==> src/omca_pkg.sv <==
/*
  Constants, register map and configuration types for the output macrocell array.
  Assumes an APB master on the same clock and an AND array outside that supplies
  the product terms.

  // Notes on behaviour
  // RL1: Twelve macrocells: two with twelve terms, two with ten, eight with eight.
  // RL2: Every macrocell has one extra product term for its output enable.
  // RL3: Output polarity, true or inverted, per macrocell in both modes.
  // RL4: One async clear and one sync set term shared by registered cells.
  // RL5: Async clear term forces registered flip-flops to zero at once.
  // RL6: Sync set term loads one into registered flip-flops next rising edge.
  // RL7: Clear and set act before polarity, so pin level follows polarity.
  // RL8: Mode and polarity come from two configuration bits per macrocell.
  // RL9: Exactly two modes per macrocell: registered and combinatorial I/O.
  // RL10: Registered pin is driven from the flip-flop through the polarity stage.
  // RL11: Registered feedback is inverted flip-flop output, both senses to array.
  // RL12: Registered pin is output only; its level never feeds the array.
  // RL13: Registered output enable follows the macrocell's own enable term.
  // RL14: Combinatorial pin is sum term through polarity, with no register.
  // RL15: Combinatorial enable is always on, always off, or term driven.
  // RL16: Combinatorial feedback comes from the pin, both senses to array.
  // RL17: Registers clear at power-on and can be preloaded for test.
  // RL18: All flip-flops share one clock, on its rising edge.
*/
package omca_pkg;

  localparam int OMCA_CELLS = 12;
  localparam int OMCA_MAX_TERMS = 12;

  // Term counts per cell group; cells 0-1, 2-3, then the rest
  localparam int OMCA_TERMS_WIDE = 12;
  localparam int OMCA_TERMS_MID = 10;
  localparam int OMCA_TERMS_NARROW = 8;
  localparam int OMCA_WIDE_LAST = 1;
  localparam int OMCA_MID_LAST = 3;

  // APB register byte offsets
  localparam logic [11:0] OMCA_MODE_CFG_OFS = 12'h000;
  localparam logic [11:0] OMCA_POLARITY_CFG_OFS = 12'h004;
  localparam logic [11:0] OMCA_OE_CFG_OFS = 12'h008;
  localparam logic [11:0] OMCA_PRELOAD_OFS = 12'h00C;
  localparam logic [11:0] OMCA_STATE_OFS = 12'h010;
  localparam logic [11:0] OMCA_PIN_OFS = 12'h014;

  // Reset values: registered mode, true polarity, enable from product term
  localparam logic [11:0] OMCA_MODE_RST = 12'h000;
  localparam logic [11:0] OMCA_POLARITY_RST = 12'h000;
  localparam logic [23:0] OMCA_OE_RST = 24'h000000;
  localparam logic [11:0] OMCA_STATE_RST = 12'h000;

  // Combinatorial output enable selections, two bits per cell
  localparam logic [1:0] OMCA_OE_TERM = 2'h0;
  localparam logic [1:0] OMCA_OE_ON = 2'h1;
  localparam logic [1:0] OMCA_OE_OFF = 2'h2;

  typedef struct packed {
    logic [1:0] oe_sel;
    logic mode_select_bit_high;
    logic mode_select_bit_low;
  } omca_cell_cfg_t;

  function automatic int omca_term_count(input int idx);
    if (idx <= OMCA_WIDE_LAST) begin
      return OMCA_TERMS_WIDE;
    end else if (idx <= OMCA_MID_LAST) begin
      return OMCA_TERMS_MID;
    end
    return OMCA_TERMS_NARROW;
  endfunction

endpackage

==> src/omca_macrocell.sv <==
/*
  One output macrocell: sum term, D flip-flop, polarity, output enable and feedback.
  Assumes the array supplies product terms synchronous to clk_i; unused term
  inputs above N_TERMS are ignored.
*/
`timescale 1ns/10ps
module omca_macrocell import omca_pkg::*; #(
  parameter int N_TERMS = 8
) (
  input wire logic clk_i,
  input wire logic reset_n_i,
  input wire logic clear_i,
  input wire logic set_i,
  input wire logic preload_i,
  input wire logic preload_val_i,
  input wire logic [OMCA_MAX_TERMS-1:0] terms_i,
  input wire logic oe_term_i,
  input wire omca_cell_cfg_t cfg_i,
  input wire logic pin_i,
  output logic pin_o,
  output logic pin_oe_o,
  output logic fb_o,
  output logic fb_n_o,
  output logic q_o,
  output logic sum_o
);

  logic q_q;
  logic clr_n;
  logic data;
  logic comb_mode;

  // RL1 term count
  assign sum_o = |terms_i[N_TERMS-1:0];
  // RL9 mode decode
  assign comb_mode = cfg_i.mode_select_bit_high;

  // RL4 shared clear
  // Clear only reaches cells in registered mode; a combinatorial cell keeps its flop
  assign clr_n = reset_n_i & ~(clear_i & ~comb_mode);

  // RL18 common clock
  // RL5 async clear, RL6 sync set, RL17 power-on clear and preload
  always_ff @(posedge clk_i or negedge clr_n) begin
    if (!clr_n) begin
      q_q <= 1'b0;
    end else if (set_i && !comb_mode) begin
      q_q <= 1'b1;
    end else if (preload_i) begin
      q_q <= preload_val_i;
    end else begin
      q_q <= sum_o;
    end
  end

  // RL10 registered data, RL14 combinatorial data
  assign data = comb_mode ? sum_o : q_q;
  // RL3 polarity, RL7 after flop
  assign pin_o = data ^ cfg_i.mode_select_bit_low;

  // RL2 enable term, RL13 registered enable, RL15 combinatorial enable
  always_comb begin
    if (!comb_mode) begin
      pin_oe_o = oe_term_i;
    end else if (cfg_i.oe_sel == OMCA_OE_ON) begin
      pin_oe_o = 1'b1;
    end else if (cfg_i.oe_sel == OMCA_OE_OFF) begin
      pin_oe_o = 1'b0;
    end else begin
      pin_oe_o = oe_term_i;
    end
  end

  // RL11 inverted flop feedback, RL12 pin ignored, RL16 pin feedback
  assign fb_o = comb_mode ? pin_i : ~q_q;
  assign fb_n_o = ~fb_o;
  assign q_o = q_q;

endmodule

==> src/omca_top.sv <==
/*
  Output macrocell array: twelve macrocells, shared clear and set terms, and an
  APB slave holding per-cell mode, polarity, enable selection and test preload.
  Assumes an APB master on clk_i; the AND array and pad logic sit outside.
*/
`timescale 1ns/10ps
module omca_top import omca_pkg::*; (
  input wire logic clk_i,
  input wire logic reset_n_i,
  input wire logic psel_i,
  input wire logic penable_i,
  input wire logic pwrite_i,
  input wire logic [11:0] paddr_i,
  input wire logic [31:0] pwdata_i,
  output logic [31:0] prdata_o,
  output logic pready_o,
  output logic pslverr_o,
  input wire logic [OMCA_CELLS-1:0][OMCA_MAX_TERMS-1:0] logic_terms_i,
  input wire logic [OMCA_CELLS-1:0] oe_terms_i,
  input wire logic async_clear_term_i,
  input wire logic sync_set_term_i,
  input wire logic [OMCA_CELLS-1:0] pin_i,
  output logic [OMCA_CELLS-1:0] pin_o,
  output logic [OMCA_CELLS-1:0] pin_oe_o,
  output logic [OMCA_CELLS-1:0] feedback_o,
  output logic [OMCA_CELLS-1:0] feedback_n_o
);

  logic [11:0] mode_comb_q;
  logic [11:0] invert_q;
  logic [23:0] oe_cfg_q;
  logic preload_q;
  logic [11:0] preload_val_q;
  logic [31:0] prdata_q;
  logic [OMCA_CELLS-1:0] q_all;
  logic [OMCA_CELLS-1:0] sum_all;
  logic [31:0] rd_data;
  logic addr_ok;
  logic wr_ok;
  logic access;
  logic wr_en;
  logic [11:0] pwdata_lo;

  assign access = psel_i & penable_i;
  assign pready_o = 1'b1;
  assign pslverr_o = access & (~addr_ok | (pwrite_i & ~wr_ok));
  assign wr_en = access & pwrite_i & addr_ok & wr_ok;
  assign pwdata_lo = pwdata_i[11:0];
  assign prdata_o = prdata_q;

  // Address decode and read mux
  always_comb begin
    rd_data = 32'h00000000;
    addr_ok = 1'b1;
    wr_ok = 1'b1;
    unique case (paddr_i)
      OMCA_MODE_CFG_OFS: begin
        rd_data = {20'h00000, mode_comb_q};
      end
      OMCA_POLARITY_CFG_OFS: begin
        rd_data = {20'h00000, invert_q};
      end
      OMCA_OE_CFG_OFS: begin
        rd_data = {8'h00, oe_cfg_q};
      end
      OMCA_PRELOAD_OFS: begin
        rd_data = {20'h00000, preload_val_q};
      end
      OMCA_STATE_OFS: begin
        rd_data = {20'h00000, q_all};
        wr_ok = 1'b0;
      end
      OMCA_PIN_OFS: begin
        rd_data = {20'h00000, pin_i};
        wr_ok = 1'b0;
      end
      default: begin
        addr_ok = 1'b0;
      end
    endcase
  end

  // Read data is captured in the setup phase, so state reads lag by one cycle
  always_ff @(posedge clk_i or negedge reset_n_i) begin
    if (!reset_n_i) begin
      prdata_q <= 32'h00000000;
    end else if (psel_i && !penable_i && !pwrite_i) begin
      prdata_q <= rd_data;
    end
  end

  // RL8 mode and polarity bits
  always_ff @(posedge clk_i or negedge reset_n_i) begin
    if (!reset_n_i) begin
      mode_comb_q <= OMCA_MODE_RST;
      invert_q <= OMCA_POLARITY_RST;
    end else if (wr_en && paddr_i == OMCA_MODE_CFG_OFS) begin
      mode_comb_q <= pwdata_i[11:0];
    end else if (wr_en && paddr_i == OMCA_POLARITY_CFG_OFS) begin
      invert_q <= pwdata_i[11:0];
    end
  end

  // RL15 enable selection
  always_ff @(posedge clk_i or negedge reset_n_i) begin
    if (!reset_n_i) begin
      oe_cfg_q <= OMCA_OE_RST;
    end else if (wr_en && paddr_i == OMCA_OE_CFG_OFS) begin
      oe_cfg_q <= pwdata_i[23:0];
    end
  end

  // RL17 preload strobe
  // The write only arms a one-cycle strobe; the cells load on the following edge
  always_ff @(posedge clk_i or negedge reset_n_i) begin
    if (!reset_n_i) begin
      preload_q <= 1'b0;
      preload_val_q <= OMCA_STATE_RST;
    end else begin
      preload_q <= wr_en && paddr_i == OMCA_PRELOAD_OFS;
      if (wr_en && paddr_i == OMCA_PRELOAD_OFS) begin
        preload_val_q <= pwdata_i[11:0];
      end
    end
  end

  // RL1 cell array, RL4 shared terms
  for (genvar k = 0; k < OMCA_CELLS; k++) begin : g_cell
    omca_cell_cfg_t cfg;
    assign cfg = {oe_cfg_q[2*k+1 -: 2], mode_comb_q[k], invert_q[k]};

    omca_macrocell #(
      .N_TERMS(omca_term_count(k))
    ) u_cell (
      .clk_i(clk_i),
      .reset_n_i(reset_n_i),
      .clear_i(async_clear_term_i),
      .set_i(sync_set_term_i),
      .preload_i(preload_q),
      .preload_val_i(preload_val_q[k]),
      .terms_i(logic_terms_i[k]),
      .oe_term_i(oe_terms_i[k]),
      .cfg_i(cfg),
      .pin_i(pin_i[k]),
      .pin_o(pin_o[k]),
      .pin_oe_o(pin_oe_o[k]),
      .fb_o(feedback_o[k]),
      .fb_n_o(feedback_n_o[k]),
      .q_o(q_all[k]),
      .sum_o(sum_all[k])
    );

    cell_enable_a: assert property ( // RL2
      @(posedge clk_i) disable iff (!reset_n_i)
      (!cfg.mode_select_bit_high || (cfg.oe_sel != OMCA_OE_ON && cfg.oe_sel != OMCA_OE_OFF)) |->
        (pin_oe_o[k] == oe_terms_i[k]))
      else $error("enable term not driving output enable");
  end

  clear_forces_zero_a: assert property ( // RL5
    @(posedge clk_i) disable iff (!reset_n_i)
    async_clear_term_i |-> ((q_all & ~mode_comb_q) == 12'h000))
    else $error("registered flop not zero while clear term is true");

  sync_set_ones_a: assert property ( // RL6
    @(posedge clk_i) disable iff (!reset_n_i)
    (sync_set_term_i && !async_clear_term_i) |=>
      (async_clear_term_i || ((q_all | $past(mode_comb_q)) == 12'hFFF)))
    else $error("registered flop did not load one after set term");

  reg_pin_polarity_a: assert property ( // RL7
    @(posedge clk_i) disable iff (!reset_n_i)
    async_clear_term_i |-> (((pin_o ^ invert_q) & ~mode_comb_q) == 12'h000))
    else $error("cleared registered pin does not follow polarity");

  reg_pin_drive_a: assert property ( // RL10
    @(posedge clk_i) disable iff (!reset_n_i)
    ((pin_o ^ invert_q) & ~mode_comb_q) == (q_all & ~mode_comb_q))
    else $error("registered pin not driven from flop");

  comb_pin_drive_a: assert property ( // RL14
    @(posedge clk_i) disable iff (!reset_n_i)
    ((pin_o ^ invert_q) & mode_comb_q) == (sum_all & mode_comb_q))
    else $error("combinatorial pin not driven from sum term");

  term_counts_a: assert property ( // RL1
    @(posedge clk_i) disable iff (!reset_n_i)
    sum_all[0] == (|logic_terms_i[0][11:0]) &&
    sum_all[2] == (|logic_terms_i[2][9:0]) &&
    sum_all[11] == (|logic_terms_i[11][7:0]))
    else $error("sum term uses wrong number of product terms");

  reg_enable_a: assert property ( // RL13
    @(posedge clk_i) disable iff (!reset_n_i)
    (pin_oe_o & ~mode_comb_q) == (oe_terms_i & ~mode_comb_q))
    else $error("registered enable not from enable term");

  comb_enable_a: assert property ( // RL15
    @(posedge clk_i) disable iff (!reset_n_i)
    (mode_comb_q[4] && oe_cfg_q[9:8] == OMCA_OE_ON |-> pin_oe_o[4]) and
    (mode_comb_q[4] && oe_cfg_q[9:8] == OMCA_OE_OFF |-> !pin_oe_o[4]) and
    (mode_comb_q[4] && oe_cfg_q[9:8] == OMCA_OE_TERM |-> pin_oe_o[4] == oe_terms_i[4]))
    else $error("combinatorial enable selection not honoured");

  reg_feedback_a: assert property ( // RL11
    @(posedge clk_i) disable iff (!reset_n_i)
    ((feedback_o & ~mode_comb_q) == (~q_all & ~mode_comb_q)) &&
    (feedback_n_o == ~feedback_o))
    else $error("registered feedback not inverted flop output");

  reg_pin_isolated_a: assert property ( // RL12
    @(posedge clk_i) disable iff (!reset_n_i)
    (!mode_comb_q[0] && $changed(pin_i[0]) && $stable(q_all[0])) |-> $stable(feedback_o[0]))
    else $error("registered pin level reached the array");

  comb_feedback_a: assert property ( // RL16
    @(posedge clk_i) disable iff (!reset_n_i)
    ((feedback_o & mode_comb_q) == (pin_i & mode_comb_q)))
    else $error("combinatorial feedback not from pin");

  preload_load_a: assert property ( // RL17
    @(posedge clk_i) disable iff (!reset_n_i)
    (wr_en && paddr_i == OMCA_PRELOAD_OFS) ##1 !sync_set_term_i |=>
      (async_clear_term_i || q_all == $past(pwdata_lo, 2)))
    else $error("preload value not loaded into flops");

  power_on_clear_a: assert property ( // RL17
    @(posedge clk_i) disable iff (!reset_n_i)
    $rose(reset_n_i) |->
      (q_all == OMCA_STATE_RST) && (mode_comb_q == OMCA_MODE_RST) &&
      (invert_q == OMCA_POLARITY_RST) && (oe_cfg_q == OMCA_OE_RST))
    else $error("registers not at reset values after reset");

  mode_write_a: assert property ( // RL8
    @(posedge clk_i) disable iff (!reset_n_i)
    (wr_en && paddr_i == OMCA_MODE_CFG_OFS) |=> (mode_comb_q == $past(pwdata_lo)))
    else $error("mode bits not taken from write");

  polarity_write_a: assert property ( // RL8
    @(posedge clk_i) disable iff (!reset_n_i)
    (wr_en && paddr_i == OMCA_POLARITY_CFG_OFS) |=> (invert_q == $past(pwdata_lo)))
    else $error("polarity bits not taken from write");

  oe_sel_write_a: assert property ( // RL15
    @(posedge clk_i) disable iff (!reset_n_i)
    (wr_en && paddr_i == OMCA_OE_CFG_OFS) |=> (oe_cfg_q == $past(pwdata_i[23:0])))
    else $error("enable selection not taken from write");

  config_hold_a: assert property ( // RL8
    @(posedge clk_i) disable iff (!reset_n_i)
    !wr_en |=>
      ($stable(mode_comb_q) && $stable(invert_q) && $stable(oe_cfg_q)))
    else $error("configuration changed without a write");

  preload_strobe_a: assert property ( // RL17
    @(posedge clk_i) disable iff (!reset_n_i)
    preload_q == $past(wr_en && paddr_i == OMCA_PRELOAD_OFS))
    else $error("preload strobe not one cycle after write");

  mode_read_a: assert property ( // RL8
    @(posedge clk_i) disable iff (!reset_n_i)
    (psel_i && !penable_i && !pwrite_i && paddr_i == OMCA_MODE_CFG_OFS) |=>
      (prdata_o == {20'h00000, $past(mode_comb_q)}))
    else $error("mode read data wrong");

  polarity_read_a: assert property ( // RL3
    @(posedge clk_i) disable iff (!reset_n_i)
    (psel_i && !penable_i && !pwrite_i && paddr_i == OMCA_POLARITY_CFG_OFS) |=>
      (prdata_o == {20'h00000, $past(invert_q)}))
    else $error("polarity read data wrong");

  oe_read_a: assert property ( // RL15
    @(posedge clk_i) disable iff (!reset_n_i)
    (psel_i && !penable_i && !pwrite_i && paddr_i == OMCA_OE_CFG_OFS) |=>
      (prdata_o == {8'h00, $past(oe_cfg_q)}))
    else $error("enable selection read data wrong");

  state_read_a: assert property ( // RL17
    @(posedge clk_i) disable iff (!reset_n_i)
    (psel_i && !penable_i && !pwrite_i && paddr_i == OMCA_STATE_OFS) |=>
      (prdata_o == {20'h00000, $past(q_all)}))
    else $error("state read data wrong");

  pin_read_a: assert property ( // RL16
    @(posedge clk_i) disable iff (!reset_n_i)
    (psel_i && !penable_i && !pwrite_i && paddr_i == OMCA_PIN_OFS) |=>
      (prdata_o == {20'h00000, $past(pin_i)}))
    else $error("pin read data wrong");

  unmapped_read_a: assert property ( // RL8
    @(posedge clk_i) disable iff (!reset_n_i)
    (psel_i && !penable_i && !pwrite_i && !addr_ok) |=> (prdata_o == 32'h00000000))
    else $error("unmapped read not zero");

  ready_zero_wait_a: assert property ( // RL8
    @(posedge clk_i) disable iff (!reset_n_i)
    (psel_i && penable_i) |-> pready_o)
    else $error("access phase without ready");

  refused_write_a: assert property ( // RL8
    @(posedge clk_i) disable iff (!reset_n_i)
    (psel_i && penable_i && pwrite_i &&
      (paddr_i == OMCA_STATE_OFS || paddr_i == OMCA_PIN_OFS)) |-> (pslverr_o && !wr_en))
    else $error("write to read-only register not refused");

  upper_bits_zero_a: assert property ( // RL8
    @(posedge clk_i) disable iff (!reset_n_i)
    (psel_i && penable_i && !pwrite_i) |-> (prdata_o[31:24] == 8'h00))
    else $error("unused read bits not zero");

  comb_flop_sum_a: assert property ( // RL4
    @(posedge clk_i) disable iff (!reset_n_i)
    !preload_q |=>
      (((q_all ^ $past(sum_all)) & mode_comb_q & $past(mode_comb_q)) == 12'h000))
    else $error("shared term reached a combinatorial cell");

endmodule

==> config.mk <==
export PLATFORM = sky130hd
export DESIGN_NAME = omca_top
export DESIGN_NICKNAME = d
export VERILOG_FILES = /design/src/omca_pkg.sv /design/src/omca_macrocell.sv /design/src/omca_top.sv
export SDC_FILE = /design/constraint.sdc
export NUM_CORES = 1
export LEC_CHECK = 0
export BUFFER_PORTS_ARGS = -buffer_cell sky130_fd_sc_hd__buf_2
export CAP_MARGIN = 30
export CORE_ASPECT_RATIO = 2
export CORE_UTILIZATION = 40
export CTS_CLUSTER_SIZE = 25
export DETAILED_ROUTE_END_ITERATION = 8
export PLACE_DENSITY = 0.72
export SLEW_MARGIN = 15
export SYNTH_ARGS = -nofsm -noshare
export SYNTH_HDL_FRONTEND = slang
export SYNTH_SLANG_ARGS = --single-unit
export TNS_END_PERCENT = 5
==> constraint.sdc <==
create_clock -name clk_i -period 1.8 [get_ports clk_i]
set_input_delay 0.18 -clock clk_i [delete_from_list [all_inputs] [get_ports clk_i]]
set_output_delay 0.18 -clock clk_i [all_outputs]
set_load 0.02 [all_outputs]
# --- Yosys cells after proc, flatten, opt, wreduce, memory -nomap -nowiden ---
# Cells that the tools add are included.
word_totals:
  regBits: 105
  in_bits: 219
  output_inout_bits: 82
op_classes:
  eq_ne: 29
  muxes: 87
  bitwise_logic: 93
  n_reduce_logical: 48
op_table:
  columns: ["cell", "count"]
  rows:
  - ["$pmux W24 S6", 1]
  - ["$mux W1", 86]
  - ["$reduce_or A8 Y1", 8]
  - ["$not A1 Y1", 50]
  - ["$and A1 B1 Y1", 30]
  - ["$eq A12 B4 Y1 const B", 2]
  - ["$eq A12 B5 Y1 const B", 2]
  - ["$eq A2 B1 Y1 const B", 12]
  - ["$eq A2 B2 Y1 const B", 12]
  - ["$reduce_or A12 Y1", 2]
  - ["$reduce_or A10 Y1", 2]
  - ["$logic_and A1 B1 Y1", 18]
  - ["$logic_not A1 Y1", 14]
  - ["$eq A12 B3 Y1 const B", 1]
  - ["$logic_not A12 Y1", 1]
  - ["$xor A1 B1 Y1", 12]
  - ["$reduce_or A6 Y1", 1]
  - ["$reduce_and A2 Y1", 1]
  - ["$reduce_or A2 Y1", 1]
  - ["$or A1 B1 Y1", 1]

# --- Longest topological paths before layout ---
logic_depth:
  depth_word: 8
  depth_mapped: 7

# --- Cells and area by module ---
# From an unflattened synthesis, not the netlist that was laid out.
hier_totals:
  cells_unflattened: 492
  area_unflattened_um2: 5469.0
modules_own_cells:
  columns: ["module", "instances", "cells_per_inst", "area_per_inst_um2", "seq_area_each_um2"]
  rows:
  - ["omca_top", 1, 296, 3915.0, 2127.0]
  - ["omca_macrocell at g_cell[10].u_cell ...", 8, 16, 125.1, 25.0]
  - ["omca_macrocell at g_cell[0].u_cell ...", 2, 17, 142.6, 25.0]
  - ["omca_macrocell at g_cell[2].u_cell ...", 2, 17, 133.9, 25.0]

# --- Least setup slack after synthesis ---
# OpenSTA, ideal clock, no wires.
synth_path:
  path_kind: "input to output"
  start: "input port paddr_i[4]"
  end: "output port pslverr_o"
  t_arrival_ps: 1499
  setup_slack_ps: 121
  cell_stages: 5
  cell_sequence: "buf_2 -> and4b_1 -> buf_4 -> clkbuf_1 -> a311oi_1"
synth_between:
  elab_chain_len: 6
synth_rtl:
  columns: ["item", "line_no", "rtl"]
  rows:
  - ["from (decl)", "omca_top.sv:13", "input wire logic [11:0] paddr_i,"]
  - ["$eq A12 B3 Y1 (tied with other cells)", "omca_top.sv:56", "unique case (paddr_i)"]
  - ["$reduce_or A6 Y1 (no source line)", null, null]
  - ["$mux W1", "omca_top.sv:56", null]
  - ["$not A1 Y1", "omca_top.sv:46", "assign pslverr_o = access & (~addr_ok | (pwrite_i & ~wr_ok));"]
  - ["$or A1 B1 Y1 *", "omca_top.sv:46", null]
  - ["$and A1 B1 Y1 *", "omca_top.sv:46", null]
  - ["to (decl)", "omca_top.sv:17", "output logic pslverr_o,"]
# Mark *: on every way between the ends. The rest lies on a longest branch, timed or not.

# --- Worst setup path in the final report ---
layout_path:
  start: "input port logic_terms_i[42] (netlist name)"
  end: "output port pin_o[3]"
layout_between:
  elab_chain_len: 3
layout_rtl:
  columns: ["item", "line_no", "rtl"]
  rows:
  - ["from (decl)", "omca_top.sv:18", "input wire logic [OMCA_CELLS-1:0][OMCA_MAX_TERMS-1:0] logic_terms_i,"]
  - ["$reduce_or A10 Y1", "omca_macrocell.sv:34", "assign sum_o = |terms_i[N_TERMS-1:0];"]
  - ["$mux W1", "omca_macrocell.sv:57", "assign data = comb_mode ? sum_o : q_q;"]
  - ["$xor A1 B1 Y1", "omca_macrocell.sv:59", "assign pin_o = data ^ cfg_i.mode_select_bit_low;"]
  - ["to (decl)", "omca_top.sv:23", "output logic [OMCA_CELLS-1:0] pin_o,"]
# No other way between the ends.

==> impl_results.md <==
* Outcome: complete, no violations
* CP Launch Type: primary input
* DR vias at 5153
* Final cell area excluding filler cells at 7490 sq um
* Remaining antenna violation count at 0
* Ratio of cells with drive above 1 in the final layout at 0.495
* R2R Setup Slk at 440 ps
* Clk_lat worst skew at 340 ps
* Crit Path Class: in2out
* Critical path capture point type: output pin
* Diode count at 0
* Placed Cells at 963
* Post-DP Area at 7080 sq um
* Final Max Tran Viols at 0
* CTS tree: built
* Cell Area, Synth at 5820 sq um
* Die X at 87.3 microns
* Hpwl dp at 12900 microns
* Worst min path class: in2reg
* FFs w/ async S/R, synth at 1.00
* Slew @ Worst Pin at 591 ps
* Root Driver: clkbuf_16
* Initial DRC count at 274
* Worst-path fanout max at 2
* Final Cycle Share at 0.955
* Remaining routing DRC violations at 0
* Compound-Gate Fraction of Synth Area at 0.152
* Placer Congestion at 0.835
* Yosys reg bits at 97
* Die area at 15100 sq um
* Routed vias/inst at 5.25
* Top Ports at 301
* VDD IR max at 453 uV
* Power Total at 5.03 mW
* Mapped Cells at 565
* RSZ-0062 raised after global routing: no
* Max Cap Viol at 0
* Final #Nets at 1004
* Synthesized-area fraction occupied by adder cells at 0
* Clock network fraction of total power at 0.428
* TritonCTS buffer count at 9
* Final min period at 1720 ps
* Register share of total power at 0.444
* Post-synthesis simple-gate area fraction at 0.0970
* Clock transition at path regs at 70 ps
* FF-to-FF path depth at 4
* Row count at 62
* Fin worst setup slack at 81.2 ps
* Leak at 3.84 nW
* Sw power at 1.23 mW
* Worst Path Required at 1620 ps
* Post-Route Setup TNS at 0 ps
* DRT Pass-1 Iters at 4
* Post-synth EDFFs at 0
* Die Y at 173 microns
* Pwr per Cell Area at 671 nW/um^2
* Initial antenna violation count at 0
* Post-synthesis xor/xnor area fraction at 0.0181
* Hold EP: oe_cfg_q[13]
* Min Hold Slack at 67.1 ps
* Setup Viol. Count Final at 0
* Max clock buf depth at 2
* Core ar. at 14300 sq um
* Sw Ratio at 0.244
* Slew headroom at 0.606
* Global-route wire length before repair at 26300 microns
* Combinational family with the most area after synthesis: multiplexers
* Main synth FF type: dfrtp_1
* Worst r2r src: oe_cfg_q[11]
* HP Start: pwdata_i[13]
* GRT Overall Usage at 0.234
* Hold Violations, Final at 0
* Yosys warns at 0
* Area grow syn2layout at 28.8%
* Total clock sinks at 97
* Vias in the first global route at 5140
* Post-route core utilization at 0.525
* Fmax at 0.582 GHz
* Internal at 3.80 mW
* Pin count of the biggest net entering global routing at 34
* Synth cell types at 40
* Post-synthesis mux area share at 0.189
* I/O Buffers at 247
* RR Endpoint: prdata_o[11]
* Comb pwr share at 0.127
* GRT overflow at 0
* Average wire per standard cell at 17.5 microns
* Hold Crit Depth at 2
* H-tree Lvls at 3
* Initial Utilization at 0.408
* Final Non-Filler Cells at 982
* Sequential area share after synthesis at 0.417
* Fin Clk Skew at 11.2 ps
* CP arrival at 1540 ps
* DRT Wirelength at 17200 microns
* Syn Area/Cell at 10.3 sq um
* DP Worst Slack at -81.1 ps
* Setup crit start: logic_terms_i[42]
==> critical path, cell delays in order <==
cell and delay (ps):
buf_6 90, or4_4 530, nor4_4 260, a21oi_2 90, xor2_1 210, buf_4 180
==> registers in the layout, indices dropped and copies added (netlist names) <==
signal             flops
preload_val_q         12
g_cell.u_cell.q_o     12
preload_q              1
oe_cfg_q              24
invert_q              12
prdata_o              24
mode_comb_q           12
==> how the worst max path moves through the flow <==
stage,end,slack [ps],cells past startpoint
floorplan,pslverr_o,120,5
finish,pin_o[3],80,6
global route,pin_o[2],10,6
detailed placement,pin_o[3],-80,6
CTS,pin_o[3],-20,6
global placement,pin_o[3],-40,6
==> logic make-up (layout without fill, tap and decap cells) <==
| kind of cell | Yosys count | after routing |
|---|---|---|
| compound gates | 130 | 130 |
| xor+xnor | 12 | 12 |
| buf+inv | 125 | 343 |
| flops | 97 | 97 |
| mux | 96 | 96 |
| other cells | 2 | 9 |
| simple gates | 103 | 103 |
==> power by group through the flow <==
stage | logic [mW] | clock network [mW] | registers (mW)
after floorplan | 0.247 | 0 | 2.31
after global placement | 0.623 | 0 | 2.27
after detailed placement | 0.635 | 0 | 2.28
after CTS | 0.645 | 2.20 | 2.23
after global routing | 0.700 | 2.30 | 2.24
final | 0.640 | 2.15 | 2.23
==> synth_stat cells (3+ instances only) <==
cell	number	area, sq um
xor2_1	12	105
buf_4	60	450
inv_1	41	154
mux2_4	9	135
mux2i_1	12	120
and3_1	3	18.8
nand4_1	5	31.3
dfrtp_1	97	2430
or4_1	20	150
a221oi_1	9	78.8
nor4_1	8	50.1
clkbuf_1	14	52.6
a21boi_0	12	90.1
a21oi_1	27	135
o2bb2ai_1	9	78.8
nand2_1	8	30.0
buf_2	7	35.0
o21ai_0	30	150
o211ai_1	3	22.5
a22oi_1	15	113
a22o_1	21	184
nor2_1	46	173
o22a_1	3	26.3
mux2_2	75	845
==> placed cells by master, fill, tap and decap left out, types with 3 or more instances in the layout <==
master     netlist  routed
a21oi_1         27      26
nor4_4           1       3
a22oi_1         15      15
dfrtp_1         97      97
a21boi_0        12      12
nand2_1          8       8
o211ai_1         3       3
or4_1           20      19
inv_1           41      41
nor4_1           8       6
mux2_4           9       9
clkbuf_16        0       9
conb_1           2       9
nor2_1          46      46
buf_2            7     244
and3_1           3       3
buf_4           60      34
buf_12           1       5
a221oi_1         9       9
mux2i_1         12      12
o2bb2ai_1        9       9
a22o_1          21      21
nand4_1          5       5
xor2_1          12      12
mux2_2          75      75
o22a_1           3       3
o21ai_0         30      30
==> area by class of cell <==
class                           count  area [sq um]
Multi-Input combinational cell    350          2730
Tap cell                          192           240
Sequential cell                    97          2430
Clock buffer                       11           253
Fill cell                        1391          6780
Clock inverter                      5          85.1
Timing Repair Buffer              286          1610
Inverter                           41           154
==> repair_timing <==
item                                    CTS  global route
endpoints found under the hold margin    35             0
resized for setup                         5             3
endpoints found under the setup margin    1             2
buffers inserted                          1             0
hold buffers                              2             0
pin swaps                                 4             2
==> layer usage <==
layer / wire, microns / part of all wire / track usage / vias to the layer above
li1: - / - / - / 2399
met1: 6570 / 0.38 / 0.267 / 2513
met3: 868 / 0.050 / 0.0377 / 36
met2: 9210 / 0.53 / 0.419 / 205
met5: 0 / 0 / 0 / -
met4: 579 / 0.034 / 0.0990 / 0
Note: power is estimated with default switching activity, not from simulation.
